### config.mk
export PLATFORM = sky130hd
export DESIGN_NAME = prbsg_top
export DESIGN_NICKNAME = d
export VERILOG_FILES = /design/src/rtl/prbsg_top.v /design/src/rtl/prbsg_fifo.v
export VERILOG_INCLUDE_DIRS = /design/src /design/src/rtl
export SDC_FILE = /design/constraint.sdc
export NUM_CORES = 1
export LEC_CHECK = 0
export ABC_AREA = 1
export BUFFER_PORTS_ARGS = -buffer_cell sky130_fd_sc_hd__buf_2
export CAP_MARGIN = 0
export CORE_UTILIZATION = 60
export DETAILED_ROUTE_END_ITERATION = 8
export PLACE_DENSITY = 0.76
export SLEW_MARGIN = 20
export SYNTH_ARGS = -nofsm -noshare
export SYNTH_HDL_FRONTEND = slang
export SYNTH_SLANG_ARGS = --single-unit
### constraint.sdc
create_clock -name clk -period 8.7 [get_ports clk]
set_clock_uncertainty 0.1 [all_clocks]
set_input_delay 0 -clock clk [delete_from_list [all_inputs] [get_ports clk]]
set_output_delay 0 -clock clk [all_outputs]
set_load 0.03 [all_outputs]
### src/rtl/prbsg_defines.vh
// Constants for the pseudo-random bit sequence generator
// Notes on behaviour
// RULE1 - Three selectable lengths: 2^31-1, 2^15-1, 2^7-1
// RULE2 - Pattern reset restarts sequence from the beginning
// RULE3 - Power-up reset before any sequence output
// RULE4 - Controller resets if short sequence fails start; the code has no such reset
// RULE5 - One sequence bit per full-rate clock
// RULE6 - Trigger pulse marks start of the sequence
// RULE7 - Differential pair: true and complement together
// RULE8 - Polynomials x7+x4, x15+x14, x31+x28 plus one
// RULE9 - Trigger 32 bits wide, every 32 sequences
// RULE10 - Non-zero seed; all-zero state always escaped
`ifndef PRBSG_DEFINES_VH
`define PRBSG_DEFINES_VH

// ****************************************************************
// Length select codes
// ****************************************************************
`define PRBSG_SEL_W 2
`define PRBSG_SEL_P7 2'h0
`define PRBSG_SEL_P15 2'h1
`define PRBSG_SEL_P31 2'h2

// ****************************************************************
// Register and feedback taps
// ****************************************************************
`define PRBSG_LFSR_W 31
`define PRBSG_SEED 31'h7fffffff
`define PRBSG_P7_TAP_A 6
`define PRBSG_P7_TAP_B 3
`define PRBSG_P15_TAP_A 14
`define PRBSG_P15_TAP_B 13
`define PRBSG_P31_TAP_A 30
`define PRBSG_P31_TAP_B 27
`define PRBSG_P7_START 31'h0000007f
`define PRBSG_P15_START 31'h00007fff
`define PRBSG_P31_START 31'h7fffffff

// ****************************************************************
// Trigger timing
// ****************************************************************
`define PRBSG_TRIG_W 6'd32
`define PRBSG_TRIG_SEQS 5'h1f
`define PRBSG_CNT_W 6

// ****************************************************************
// Output FIFO
// ****************************************************************
`define PRBSG_FIFO_W 2
`define PRBSG_FIFO_D 16
`define PRBSG_FIFO_AW 4

`endif

### src/rtl/prbsg_top.v
// Pseudo-random bit sequence generator with pattern trigger
`timescale 1ns/100ps
`include "prbsg_defines.vh"
module prbsg_top
(
	clk,
	rst_n,
	pattern_reset_pin,
	length_sel_pin,
	data_p,
	data_n,
	pattern_trigger,
	data_valid,
	data_ready
);
input wire clk;
input wire rst_n;
input wire pattern_reset_pin;
input wire [1:0] length_sel_pin;
output reg data_p;
output reg data_n;
output reg pattern_trigger;
output wire data_valid;
input wire data_ready;

// ****************************************************************
// Pin synchronisers
// ****************************************************************
reg rst_meta;
reg rst_sync;
reg [1:0] sel_meta;
reg [1:0] sel_sync;
reg [1:0] sel_cur;

// Two flip-flops on the pattern reset and length select pins before use
always @(posedge clk)
begin
	if (!rst_n)
	begin
		rst_meta <= 1'b0;
		rst_sync <= 1'b0;
		sel_meta <= `PRBSG_SEL_P7;
		sel_sync <= `PRBSG_SEL_P7;
	end
	else
	begin
		rst_meta <= pattern_reset_pin;
		rst_sync <= rst_meta;
		sel_meta <= length_sel_pin;
		sel_sync <= sel_meta;
	end
end

// ****************************************************************
// Shift register
// ****************************************************************
reg [30:0] lfsr;
reg [30:0] next_lfsr;
reg [30:0] start_val;
reg feedback;
reg out_bit;
reg at_start;
wire restart;
wire step;
wire fifo_in_ready;

// A length change restarts too, but seeds the start word of the old length
assign restart = rst_sync || (sel_sync != sel_cur);
assign step = fifo_in_ready;

// Feedback and start word per length
always @*
begin
	case (sel_cur)
	`PRBSG_SEL_P7:
	begin
		feedback = lfsr[`PRBSG_P7_TAP_A] ^ lfsr[`PRBSG_P7_TAP_B]; // [RULE8]
		out_bit = lfsr[`PRBSG_P7_TAP_A];
		start_val = `PRBSG_P7_START;
	end
	`PRBSG_SEL_P15:
	begin
		feedback = lfsr[`PRBSG_P15_TAP_A] ^ lfsr[`PRBSG_P15_TAP_B]; // [RULE8]
		out_bit = lfsr[`PRBSG_P15_TAP_A];
		start_val = `PRBSG_P15_START;
	end
	`PRBSG_SEL_P31:
	begin
		feedback = lfsr[`PRBSG_P31_TAP_A] ^ lfsr[`PRBSG_P31_TAP_B]; // [RULE8]
		out_bit = lfsr[`PRBSG_P31_TAP_A];
		start_val = `PRBSG_P31_START;
	end
	default:
	begin
		// Unused code falls back to the longest length
		feedback = lfsr[`PRBSG_P31_TAP_A] ^ lfsr[`PRBSG_P31_TAP_B]; // [RULE1]
		out_bit = lfsr[`PRBSG_P31_TAP_A];
		start_val = `PRBSG_P31_START;
	end
	endcase
	// Start word doubles as the mask of the active length
	next_lfsr = {lfsr[29:0], feedback} & start_val;
	if (next_lfsr == 31'h00000000)
		next_lfsr = start_val; // [RULE10]
	at_start = (lfsr == start_val);
end

// Shift one bit per enabled clock; seed on reset or restart
always @(posedge clk)
begin
	if (!rst_n)
	begin
		lfsr <= `PRBSG_P7_START; // [RULE3] [RULE10]
		sel_cur <= `PRBSG_SEL_P7;
	end
	else if (restart)
	begin
		sel_cur <= sel_sync;
		lfsr <= start_val; // [RULE2]
	end
	else if (step)
		lfsr <= next_lfsr; // [RULE5]
end

// ****************************************************************
// Trigger timing
// ****************************************************************
reg [4:0] seq_cnt;
reg [5:0] trig_cnt;
wire trig_start;
wire trig_bit;

// Trigger travels with the bit it marks, so it is not registered
assign trig_start = at_start && (seq_cnt == 5'h00);
assign trig_bit = trig_start || (trig_cnt != 6'h00); // [RULE6]

// Counts whole sequences; raises trigger for 32 bits every 32nd
always @(posedge clk)
begin
	if (!rst_n || restart)
	begin
		seq_cnt <= 5'h00;
		trig_cnt <= 6'h00;
	end
	else if (step)
	begin
		if (trig_start)
			trig_cnt <= `PRBSG_TRIG_W - 6'h01; // [RULE6] [RULE9]
		else if (trig_cnt != 6'h00)
			trig_cnt <= trig_cnt - 6'h01;
		if (at_start)
			seq_cnt <= seq_cnt + 5'h01; // [RULE9]
	end
end

// ****************************************************************
// Output buffer and differential drive
// ****************************************************************
wire [1:0] fifo_out;
wire fifo_out_valid;

// Bit and trigger travel together through the FIFO
prbsg_fifo #(
	.WIDTH(`PRBSG_FIFO_W),
	.DEPTH(`PRBSG_FIFO_D),
	.AW(`PRBSG_FIFO_AW)
) u_fifo (
	.clk(clk),
	.rst_n(rst_n),
	.in_valid(rst_n && !restart),
	.in_ready(fifo_in_ready),
	.in_data({trig_bit, out_bit}),
	.out_valid(fifo_out_valid),
	.out_ready(data_ready),
	.out_data(fifo_out)
);

assign data_valid = fifo_out_valid;

// True and complement in the same cycle
always @(posedge clk)
begin
	if (!rst_n)
	begin
		data_p <= 1'b0;
		data_n <= 1'b1;
		pattern_trigger <= 1'b0;
	end
	else
	begin
		data_p <= fifo_out[0]; // [RULE7]
		data_n <= ~fifo_out[0]; // [RULE7]
		pattern_trigger <= fifo_out_valid && fifo_out[1]; // [RULE6]
	end
end

endmodule

### src/rtl/prbsg_fifo.v
// Synchronous valid/ready FIFO built from flip-flops
`timescale 1ns/100ps
module prbsg_fifo
#(
	parameter WIDTH = 2,
	parameter DEPTH = 16,
	parameter AW = 4
)
(
	input wire clk,
	input wire rst_n,
	input wire in_valid,
	output wire in_ready,
	input wire [WIDTH-1:0] in_data,
	output wire out_valid,
	input wire out_ready,
	output reg [WIDTH-1:0] out_data
);

// ****************************************************************
// Storage and pointers
// ****************************************************************
reg [WIDTH-1:0] mem [0:DEPTH-1];
reg [AW-1:0] wr_ptr;
reg [AW-1:0] rd_ptr;
reg [AW:0] count;
reg out_full;
wire push;
wire pop;
wire fill;
wire [AW-1:0] one_step;

// Handshake terms; output stage is a register ahead of the store
assign one_step = {{(AW-1){1'b0}}, 1'b1};
assign in_ready = (count != DEPTH[AW:0]);
assign out_valid = out_full;
assign fill = (count != {(AW+1){1'b0}}) && (!out_full || out_ready);
assign push = in_valid && in_ready;
assign pop = fill;

// Write side
always @(posedge clk)
begin
	if (!rst_n)
		wr_ptr <= {AW{1'b0}};
	else if (push)
	begin
		mem[wr_ptr] <= in_data;
		wr_ptr <= wr_ptr + one_step;
	end
end

// Read side loads the output register
always @(posedge clk)
begin
	if (!rst_n)
	begin
		rd_ptr <= {AW{1'b0}};
		out_full <= 1'b0;
		out_data <= {WIDTH{1'b0}};
	end
	else
	begin
		if (pop)
		begin
			out_data <= mem[rd_ptr];
			rd_ptr <= rd_ptr + one_step;
			out_full <= 1'b1;
		end
		else if (out_ready)
			out_full <= 1'b0;
	end
end

// Occupancy of the store
always @(posedge clk)
begin
	if (!rst_n)
		count <= {(AW+1){1'b0}};
	else if (push && !pop)
		count <= count + {{AW{1'b0}}, 1'b1};
	else if (pop && !push)
		count <= count - {{AW{1'b0}}, 1'b1};
end

endmodule

==> metrics, run 1 <==
final setup fails 0; top cells by area, synth dfxtp_1 (26%), edfxtp_1 (18%), nand2_1 (8.2%); sequential share of power 43.8%; Vias 4261; H-tree levels 3; r2r setup slk 4.93 ns; Setup crit start kind register; CTS sink cnt 101; total track usage 25.1%; logic gate share of total power 32.2%; critical path buffer and inverter count 3; worst slew pin tran 0.946 ns; slowest cell on the critical path dfxtp_1; Cells after Synth 670; top-area cell type share of the netlist area roughly a quarter; synthesis-to-finish area growth 7.01%; HPWL Detailed 7.27 mm; fin. max-slew vios 0; crit path max fanout 27; switching power 517 uW; Hold Fails Final Rpt 0; vias in the first global route 3983; count leader, synth nand2_1; HP Class in2reg; CP top delay family compound AO/OA/AOI/OAI gates; CTS Buf Count 9; Mapped Area 0.00522 mm^2; list of most frequent post-synthesis cells nand2_1 (114), nor2_1 (105), inv_1 (77), dfxtp_1 (69), o21ai_0 (63); Arr. time, crit path 3.93 ns; cell taking the most area after synthesis dfxtp_1; Slew headroom 36.7%; Hold Path Cell Cnt 3; Initial DRC Count 158; Max IR drop VDD 135 uV; Port Buffers 9; fmax ~270 MHz; Clock Power Share 24.0%; WHS Endpoint lfsr[3]; worst hold path startpoint rst_n; largest net degree at the start of global routing 56; # rows 33; Root Buffer clkbuf_8; height of the die 95.2 um; R2R cell count 16; setup TNS 0 ns; Syn Area/Cell between 7 and 8 um^2; power per cell area ~260 mW/mm^2; syn_nets 711; Switching Share approximately 36%; antenna diode count 0; Crit. End Element register; CP max stage delay 0.77 ns; EDFF count, synth 32; die area between 0.009 and 0.01 mm^2; status finished, final reports clean; clock transition at the registers of the reported paths 0.10 ns; cell breakdown of the critical path inv_2 -> a21o_1 -> nor3_4 -> buf_4 -> nand2_4 -> nor2_8 -> ha_1 -> inv_1 -> fa_1 -> a21o_1 -> a21oi_1 -> nor2_1 -> nor2_1 -> nand2_1 -> o21ai_0 -> a21oi_1; antenna violations before repair 0; fin worst setup slack 4.93 ns; Remaining Overflow, GRT 0; CTS tree done; WL final 10.4 mm; first-pass GRT wire length 17.7 mm; GP Congestion 0.914; Max clock buf depth 2; CP Class reg2reg; Via density about 5.4; Die Width 95.2 um; Avg WL per Cell roughly 13 um; final antenna-violating net count 0; reg-to-reg endpoint u_fifo.count[4]; Tcrit/Tclk final 43.3%; IO Count 10; Initial Util 62.8%; Warnings, synthesis 0; P_int 912 uW; DRC viols 0; r2r startpoint sel_cur[1]; sequential-to-total area share from yosys stat 44.9%; ys async rst share 0%; layout cells sized above 1 between 5 and 6%; DR pass1 iterations 4; Clk Latency, worst-skew pair ~0.36 ns; RSZ-0062 raised after global routing false; Nets 714; postcts setup bufs 0; number of distinct library cells after synthesis 30; post-synthesis register bit count about 100; core area 0.00830 mm^2; most used flip-flop cell after synthesis dfxtp_1; final worst path period need roughly 3.8 ns; max-capacitance violation count 0; Setup Slack @ Placement 4.95 ns; Leakage around 0.0025 uW; CP Data Required Time 8.86 ns; Gates resized, CTS repair 0
cells in the final DEF, fill, tap and decap left out, types with 2 or more instances in the layout:
cell type,Yosys,final
xnor2_1,2,2
nand3_1,52,52
bufinv_16,0,2
buf_4,0,3
a21oi_1,49,49
clkbuf_8,0,9
inv_2,3,3
xor2_1,6,6
dlygate4sd3_1,0,4
edfxtp_1,32,32
or2_2,2,2
dfxtp_1,69,69
o21ai_0,63,63
inv_1,77,77
nor2_1,105,105
ha_1,34,34
o211ai_1,9,9
buf_2,4,9
nand2_1,114,114
o21ai_1,3,3
nand3_2,2,2
nor3_1,3,3
nand4_1,8,8
nand2_4,4,4
a21o_1,2,2
tightest hold or removal path: stages:
cell,delay (ns)
buf_2,0.09
buf_4,0.26
nand3_1,0.13
worst max-delay path by stage:
stage                 endpoint  slack, ns  startpoint  depth (start not counted)
2_1_floorplan  u_fifo.count[4]       5.83  sel_cur[1]                         15
3_3_place_gp   u_fifo.count[4]       5.10  sel_cur[1]                         16
3_5_place_dp   u_fifo.count[4]       4.95  sel_cur[1]                         16
4_1_cts        u_fifo.count[4]       4.95  sel_cur[1]                         16
5_1_grt        u_fifo.count[4]       4.61  sel_cur[1]                         16
6_report       u_fifo.count[4]       4.93  sel_cur[1]                         16
logic make-up after synthesis:
| logic type | Yosys count | synth area share [%] |
|---|---|---|
| adder cells (fa/ha/maj) | 35 | 8.54 |
| XOR/XNOR | 8 | 1.34 |
| AND/OR/NAND/NOR | 293 | 24.3 |
| flip-flops | 101 | 44.9 |
| buffers and inverters | 105 | 7.94 |
| AO/OA/AOI/OAI | 128 | 12.9 |
timing repair:
| action | 4_1_cts | 5_1_grt |
|---|---|---|
| hold buffers | 4 | 0 |
| endpoints found under the hold margin | 4 | 0 |
| setup endpoints to repair | 0 | 0 |
cell type report:
type	count	area, um^2
well taps	105	131
fillers	705	2720
inverters	81	304
clock buffers	12	160
flip-flops and latches	101	2340
multi-input cells	464	2460
repair buffers	16	108
clock inverters	4	76.3
registers in the layout, summed over array words and instances, names as in the netlist, 2 cells and up:
name	cells
lfsr	31
sel_cur	2
sel_meta	2
sel_sync	2
seq_cnt	5
trig_cnt	6
u_fifo.count	5
u_fifo.mem	32
u_fifo.out_data	2
u_fifo.rd_ptr	4
u_fifo.wr_ptr	4
per-layer routing:
| layer | vias to the layer above | global-route usage (%) | wire (um) |
|---|---|---|---|
| li1 | 2210 | - | - |
| met1 | 1939 | 31.9 | 4730 |
| met2 | 88 | 42.0 | 5010 |
| met3 | 24 | 3.83 | 358 |
| met4 | 0 | 11.2 | 267 |
| met5 | - | 0 | 0 |
metrics by stage:
step | power, uW | area, um^2 | hold WS [ns] | cells | util (%)
2_1_floorplan | 982 | 5220 | -0.00237 | 670 | -
3_3_place_gp | 1070 | 5300 | 0.0838 | 763 | 63.9
3_5_place_dp | 1090 | 5300 | 0.0972 | 763 | 63.9
4_1_cts | 1440 | 5580 | 0.0664 | 783 | 67.2
5_1_grt | 1540 | 5580 | 0.0928 | 783 | 67.2
6_report | 1430 | 5580 | 0.0621 | 783 | 67.2
power by group through the flow:
| stage | Clock [uW] | Sequential [uW] | Combinational (uW) |
|---|---|---|---|
| final | 343 | 626 | 459 |
| after global routing | 366 | 636 | 536 |
| after CTS | 351 | 625 | 462 |
| after detailed placement | 0 | 634 | 457 |
| after global placement | 0 | 634 | 438 |
| after floorplan | 0 | 613 | 370 |
(Power assumes the default switching activity.)
==> run 2, diff against run 1 <==
ABC_AREA = 0   (was 1)
clock period = 3.8 ns   (was 8.7 ns; I/O delays follow)
==> run 2 against run 1 <==
Effect of this change:
- non-clock buffer count rose by 2
- clock power rose by 95%
- setup slack got worse by 4.4 ns
- clock-buffer cell count fell by 2
- die area fell by 11%
- sequential power rose by 120%
- register-to-register slack got worse by 4.4 ns
- combinational power rose by 74%
- first-iteration DRC count fell by 2.5%
- largest power group unchanged
==> metrics, run 2 <==
status finished, final reports clean (unchanged); Clk Latency, worst-skew pair 0.36 ns (about the same); Leakage 0.00193 uW (was 0.00247 uW); post-route insts no fill 507 (was 783); Die Width 89.7 um (was 95.2 um); first-pass GRT wire length 14.7 mm (was 17.7 mm); cell taking the most area after synthesis dfxtp_1 (unchanged); final setup fails 0 (unchanged); antenna diode count 0 (unchanged); slowest cell on the critical path nand2b_1 (was dfxtp_1); antenna violations before repair 0 (unchanged); sequential-to-total area share from yosys stat 50.7% (was 44.9%); top cells by area, synth dfxtp_1 (30%), edfxtp_1 (21%), ha_1 (9.2%) (was dfxtp_1 (26%), edfxtp_1 (18%), nand2_1 (8.2%)); fin worst setup slack 0.494 ns (was 4.93 ns); CTS tree done (unchanged); CP top delay family simple AND/OR/NAND/NOR gates (was compound AO/OA/AOI/OAI gates); dpl cells 487 (was 763); critical path buffer and inverter count 0 (was 3); synthesis-to-finish area growth 7.34% (was 7.01%); Syn Area/Cell 11.7 um^2 (was 7.78 um^2); EDFF count, synth 32 (unchanged); RSZ-0062 raised after global routing false (unchanged); post-synthesis register bit count 101 (unchanged); fmax 303 MHz (was 266 MHz); most used cell, CP nor4b_1; DR pass1 iterations 4 (unchanged); DRC viols 0 (unchanged); largest net degree at the start of global routing 33 (was 56); CP max stage delay 0.55 ns (was 0.77 ns); IO Count 10 (unchanged); Hold Buf Count CTS 4 (unchanged); final worst path period need 3.31 ns (was 3.77 ns); Fillers 524 (was 705); ys async rst share 0% (unchanged); layout cells sized above 1 12.0% (was 5.90%); commonest non-fill, non-tap cell in the layout dfxtp_1 (was nand2_1); postcts setup bufs 0 (unchanged); Slew headroom 49.2% (was 36.7%); placed cell area 0.00473 mm^2 (was 0.00530 mm^2); Vias 3043 (was 4261); count leader, synth dfxtp_1 (was nand2_1); Via density 6.00 (was 5.44); CTS Buf Count 9 (unchanged); number of distinct library cells after synthesis 51 (was 30); Setup Slack @ Placement 0.490 ns (was 4.95 ns); Hold Fails Final Rpt 0 (unchanged); Multi-input gate area 0.00214 mm^2 (was 0.00246 mm^2); Setup crit start kind register (unchanged); crit path max fanout 16 (was 27); max-capacitance violation count 0 (unchanged); fin. max-slew vios 0 (unchanged); height of the die 89.7 um (was 95.2 um); most frequent cells in the layout dfxtp_1 (69), ha_1 (34), edfxtp_1 (32) (was nand2_1 (114), nor2_1 (105), inv_1 (77)); Tcrit/Tclk final 87.0% (was 43.3%); top-area cell type share of the netlist area 29.9% (was 26.5%); # rows 31 (was 33); Core Util, Final 67.6% (was 67.2%); register area 0.00234 mm^2 (unchanged); clock transition at the registers of the reported paths 0.09 ns (was 0.10 ns); power per cell area 571 mW/mm^2 (was 256 mW/mm^2); Arr. time, crit path 3.29 ns (was 3.93 ns); Initial DRC Count 154 (was 158); cell breakdown of the critical path or2_0 -> ha_1 -> nor4b_1 -> nand4_1 -> nor4b_1 -> nand2b_1 (was inv_2 -> a21o_1 -> nor3_4 -> buf_4 -> nand2_4 -> nor2_8 -> ha_1 -> inv_1 -> fa_1 -> a21o_1 -> a21oi_1 -> nor2_1 -> nor2_1 -> nand2_1 -> o21ai_0 -> a21oi_1); HPWL Detailed 6.06 mm (was 7.27 mm); Mapped Area 0.00462 mm^2 (was 0.00522 mm^2); Root Buffer clkbuf_8 (unchanged); syn_nets 436 (was 711); list of most frequent post-synthesis cells dfxtp_1 (69), ha_1 (34), edfxtp_1 (32), nand2_1 (23), a221o_1 (22) (was nand2_1 (114), nor2_1 (105), inv_1 (77), dfxtp_1 (69), o21ai_0 (63)); Initial Util 63.0% (was 62.8%); HP Class in2reg (unchanged); most used flip-flop cell after synthesis dfxtp_1 (unchanged); final antenna-violating net count 0 (unchanged); Avg WL per Cell 16.9 um (was 13.2 um); Cells after Synth 395 (was 670); vias in the first global route 3013 (was 3983); CTS sink cnt 101 (unchanged); worst hold path startpoint rst_n (unchanged); most flop-heavy register u_fifo.mem (unchanged); Gates resized, CTS repair 0 (unchanged); CP Data Required Time 3.78 ns (was 8.86 ns); r2r startpoint sel_cur[0] (was sel_cur[1]); core area 0.00733 mm^2 (was 0.00830 mm^2); Warnings, synthesis 0 (unchanged); setup TNS 0 ns (unchanged); Port Buffers 9 (unchanged); total track usage 23.0% (was 25.1%); max reg flops 32 (unchanged); worst slew pin tran 0.763 ns (was 0.946 ns); H-tree levels 3 (unchanged); Max IR drop VDD 365 uV (was 135 uV); Crit. End Element register (unchanged); Largest regs u_fifo.mem (32), lfsr (31), trig_cnt (6) (unchanged); WL final 8.58 mm (was 10.4 mm); die area 0.00805 mm^2 (was 0.00907 mm^2); Remaining Overflow, GRT 0 (unchanged); post-route cell area 0.00496 mm^2 (was 0.00558 mm^2); GP Congestion 0.836 (was 0.914); CP startpoint sel_cur[0] (was sel_cur[1]); CP Class reg2reg (unchanged); Nets 444 (was 714); Max clock buf depth 2 (unchanged)
-- run 2: cell count changes in the layout (fill, tap and decap cells not counted), sizes merged, moves of 8 or more --
| cell | delta |
|---|---|
| a21oi | -43 |
| a221o | +22 |
| and2 | +21 |
| inv | -69 |
| mux4 | +10 |
| nand2 | -94 |
| nand3 | -52 |
| nor2 | -83 |
| nor4 | +14 |
| o21ai | -54 |
| xnor2 | +8 |
-- run 2: tightest hold or removal path, stage by stage --
cell and delay, ns:
buf_2 0.13, buf_4 0.22, a21boi_0 0.15
-- run 2: cells by family (layout without fill, tap and decap cells) --
kind of cell	Yosys count	count (layout)	synth area share, %
AO/OA/AOI/OAI	62	62	10.6
multiplexers	14	14	5.74
flip-flops	101	101	50.7
buffers and inverters	32	45	3.01
XOR/XNOR	22	22	4.17
AND/OR/NAND/NOR	129	129	16.1
adder cells (fa/ha/maj)	35	35	9.64
-- run 2: path summary, 6_finish.rpt --
kind	end	slack (ns)	cells after the start
setup / recovery	u_fifo.mem[4][1]	0.49	6
hold / removal	lfsr[7]	0.08	3
hold reg to reg	data_n	0.34	1
setup reg to reg	u_fifo.mem[4][1]	0.49	6
-- run 2: cell type report --
type	count	share of cell area, %
Inverter	11	0.833
Tap cell	99	2.50
Sequential cell	101	47.2
Multi-Input combinational cell	262	43.1
Clock inverter	6	1.26
Clock buffer	10	2.57
Timing Repair Buffer	18	2.47
-- run 2: power breakdown --
| part | total, uW | leakage, uW | internal [uW] | switching [uW] |
|---|---|---|---|---|
| Clock | 669 | 0.0000865 | 303 | 365 |
| Combinational | 800 | 0.000998 | 363 | 437 |
| Sequential | 1360 | 0.000842 | 1250 | 112 |
-- run 2: per-layer routing --
| layer | global-route usage [%] | wire (um) |
|---|---|---|
| met5 | 0 | 0 |
| met4 | 6.56 | 104 |
| met3 | 5.41 | 402 |
| met2 | 36.9 | 4030 |
| met1 | 31.2 | 4040 |
-- run 2: through the flow --
stage | hold WS (ns) | total power [uW]
floorplan | 0.0273 | 1990
global placement | 0.108 | 2130
detailed placement | 0.113 | 2180
CTS | 0.0641 | 2840
global route | 0.0792 | 3000
finish | 0.0833 | 2830
==> run 3, diff against run 2 <==
CORE_ASPECT_RATIO = 0.75   (was not set)
CORE_MARGIN = 3   (was not set)
==> run 3 against run 2 <==
Effect of this change:
- register-to-register slack got worse by 0.19 ns
- first-iteration DRC count rose by 60%
- flip-flop and latch count did not move
- critical path depth did not move
==> metrics, run 3 (same netlist as run 2, synthesis figures left out) <==
status finished, final reports clean (unchanged); # rows 27 (was 31); Clk Latency, worst-skew pair 0.37 ns (was 0.36 ns); Fillers 553 (was 524); CP Data Required Time 3.80 ns (was 3.78 ns); Multi-input gate area 0.00214 mm^2 (unchanged); Tcrit/Tclk final 92.1% (was 87.0%); IO Count 10 (unchanged); Via density 6.08 (was 6.00); DRC viols 0 (unchanged); post-route insts no fill 510 (was 507); Max IR drop VDD 370 uV (was 365 uV); most flop-heavy register u_fifo.mem (unchanged); synthesis-to-finish area growth 8.45% (was 7.34%); Hold Slack 0.0526 ns (was 0.0833 ns); CP max stage delay 0.55 ns (about the same); dpl cells 490 (was 487); HPWL Detailed 6.24 mm (was 6.06 mm); CP Class reg2reg (unchanged); antenna violations before repair 0 (unchanged); total power 2940 uW (was 2830 uW); die area 0.00880 mm^2 (was 0.00805 mm^2); final worst path period need 3.50 ns (was 3.31 ns); Crit. End Element register (unchanged); HP Class in2reg (unchanged); postcts setup bufs 0 (unchanged); Leakage 0.00196 uW (was 0.00193 uW); Nets 445 (was 444); most frequent cells in the layout dfxtp_1 (69), ha_1 (34), edfxtp_1 (32) (unchanged); CTS tree done (unchanged); final setup fails 0 (unchanged); RSZ-0062 raised after global routing false (unchanged); Avg WL per Cell 17.1 um (was 16.9 um); CTS sink cnt 101 (unchanged); worst slew pin tran 0.813 ns (was 0.763 ns); max-capacitance violation count 0 (unchanged); height of the die 82.0 um (was 89.7 um); cell breakdown of the critical path or2_0 -> ha_1 -> nor4_1 -> nand4_1 -> nor4b_1 -> nand2b_1 (was or2_0 -> ha_1 -> nor4b_1 -> nand4_1 -> nor4b_1 -> nand2b_1); R2R cell count 6 (unchanged); antenna diode count 0 (unchanged); H-tree levels 3 (unchanged); total track usage 21.8% (was 23.0%); Setup crit start kind register (unchanged); final antenna-violating net count 0 (unchanged); Arr. time, crit path 3.50 ns (was 3.29 ns); Gates resized, CTS repair 0 (unchanged); first-pass GRT wire length 14.7 mm (about the same); Initial DRC Count 247 (was 154); setup TNS 0 ns (unchanged); slowest cell on the critical path nand2b_1 (unchanged); vias in the first global route 2877 (was 3013); power per cell area 587 mW/mm^2 (was 571 mW/mm^2); Port Buffers 9 (unchanged); CTS Buf Count 9 (unchanged); crit path max fanout 16 (unchanged); largest net degree at the start of global routing 33 (unchanged); fin. max-slew vios 0 (unchanged); fmax 286 MHz (was 303 MHz); Max clock buf depth 2 (unchanged); Die Width 107 um (was 89.7 um); clock transition at the registers of the reported paths 0.10 ns (was 0.09 ns); register area 0.00234 mm^2 (unchanged); Hold Path Cell Cnt 3 (unchanged); DR pass1 iterations 4 (unchanged); layout cells sized above 1 12.7% (was 12.0%); GP Congestion 0.867 (was 0.836); Remaining Overflow, GRT 0 (unchanged); Initial Util 62.4% (was 63.0%); Largest regs u_fifo.mem (32), lfsr (31), trig_cnt (6) (unchanged); WL final 8.75 mm (was 8.58 mm); Hold Fails Final Rpt 0 (unchanged); Slew headroom 45.8% (was 49.2%); Root Buffer clkbuf_8 (unchanged); core area 0.00740 mm^2 (was 0.00733 mm^2); max reg flops 32 (unchanged); Vias 3100 (was 3043); commonest non-fill, non-tap cell in the layout dfxtp_1 (unchanged)
-- run 3: changes by cell type in the layout (fill, tap and decap cells not counted), sizes merged --
cell / before / now
bufinv: 1 / 2
inv: 12 / 13
buf: 14 / 15
clkinvlp: 3 / 1
-- run 3: critical path, delay by kind of cell, from the launching register on --
kind | cells | cell delay [ns]
AND/OR/NAND/NOR | 5 | 2.31
adder cells (fa/ha/maj) | 1 | 0.36
flip-flops | 1 | 0.45
-- run 3: repair_timing --
action / in CTS / in global routing
hold buffers: 4 / 0
hold endpoints to repair: 4 / 0
endpoints found under the setup margin: 0 / 0
-- run 3: worst paths after layout --
check | startpoint | endpoint | slack, ns
max | sel_cur[0] | u_fifo.mem[11][1] | 0.30
min | rst_n | data_n | 0.05
max reg2reg | sel_cur[0] | u_fifo.mem[11][1] | 0.30
min reg2reg | u_fifo.out_data[0] | data_n | 0.34
-- run 3: power by group --
part,switching (uW),internal [uW]
registers,114,1250
clock network,378,395
logic,443,365
-- run 3: layer usage --
metal | vias to the layer above | track usage (%) | share of wire, %
met4 | 0 | 6.26 | 1.1
met5 | - | 0 | 0
met1 | 1507 | 34.2 | 53
met2 | 75 | 29.5 | 42
met3 | 11 | 5.26 | 4.7
li1 | 1507 | - | -
-- run 3: final cells by class --
class | count | share of cell area (%)
clock inverter | 6 | 1.87
sequential | 101 | 46.8
timing repair buffer | 19 | 2.60
inverter | 11 | 0.824
clock buffer | 10 | 2.75
multi-input combinational | 262 | 42.7
tap | 101 | 2.52
-- run 3: per-stage QoR --
step	cell area (um^2)	setup WS [ns]	utilization (%)
floorplan	4620	0.793	-
global placement	4740	0.486	64.0
detailed placement	4740	0.342	64.0
CTS	5010	0.302	67.7
global route	5010	0.0290	67.7
finish	5010	0.300	67.7
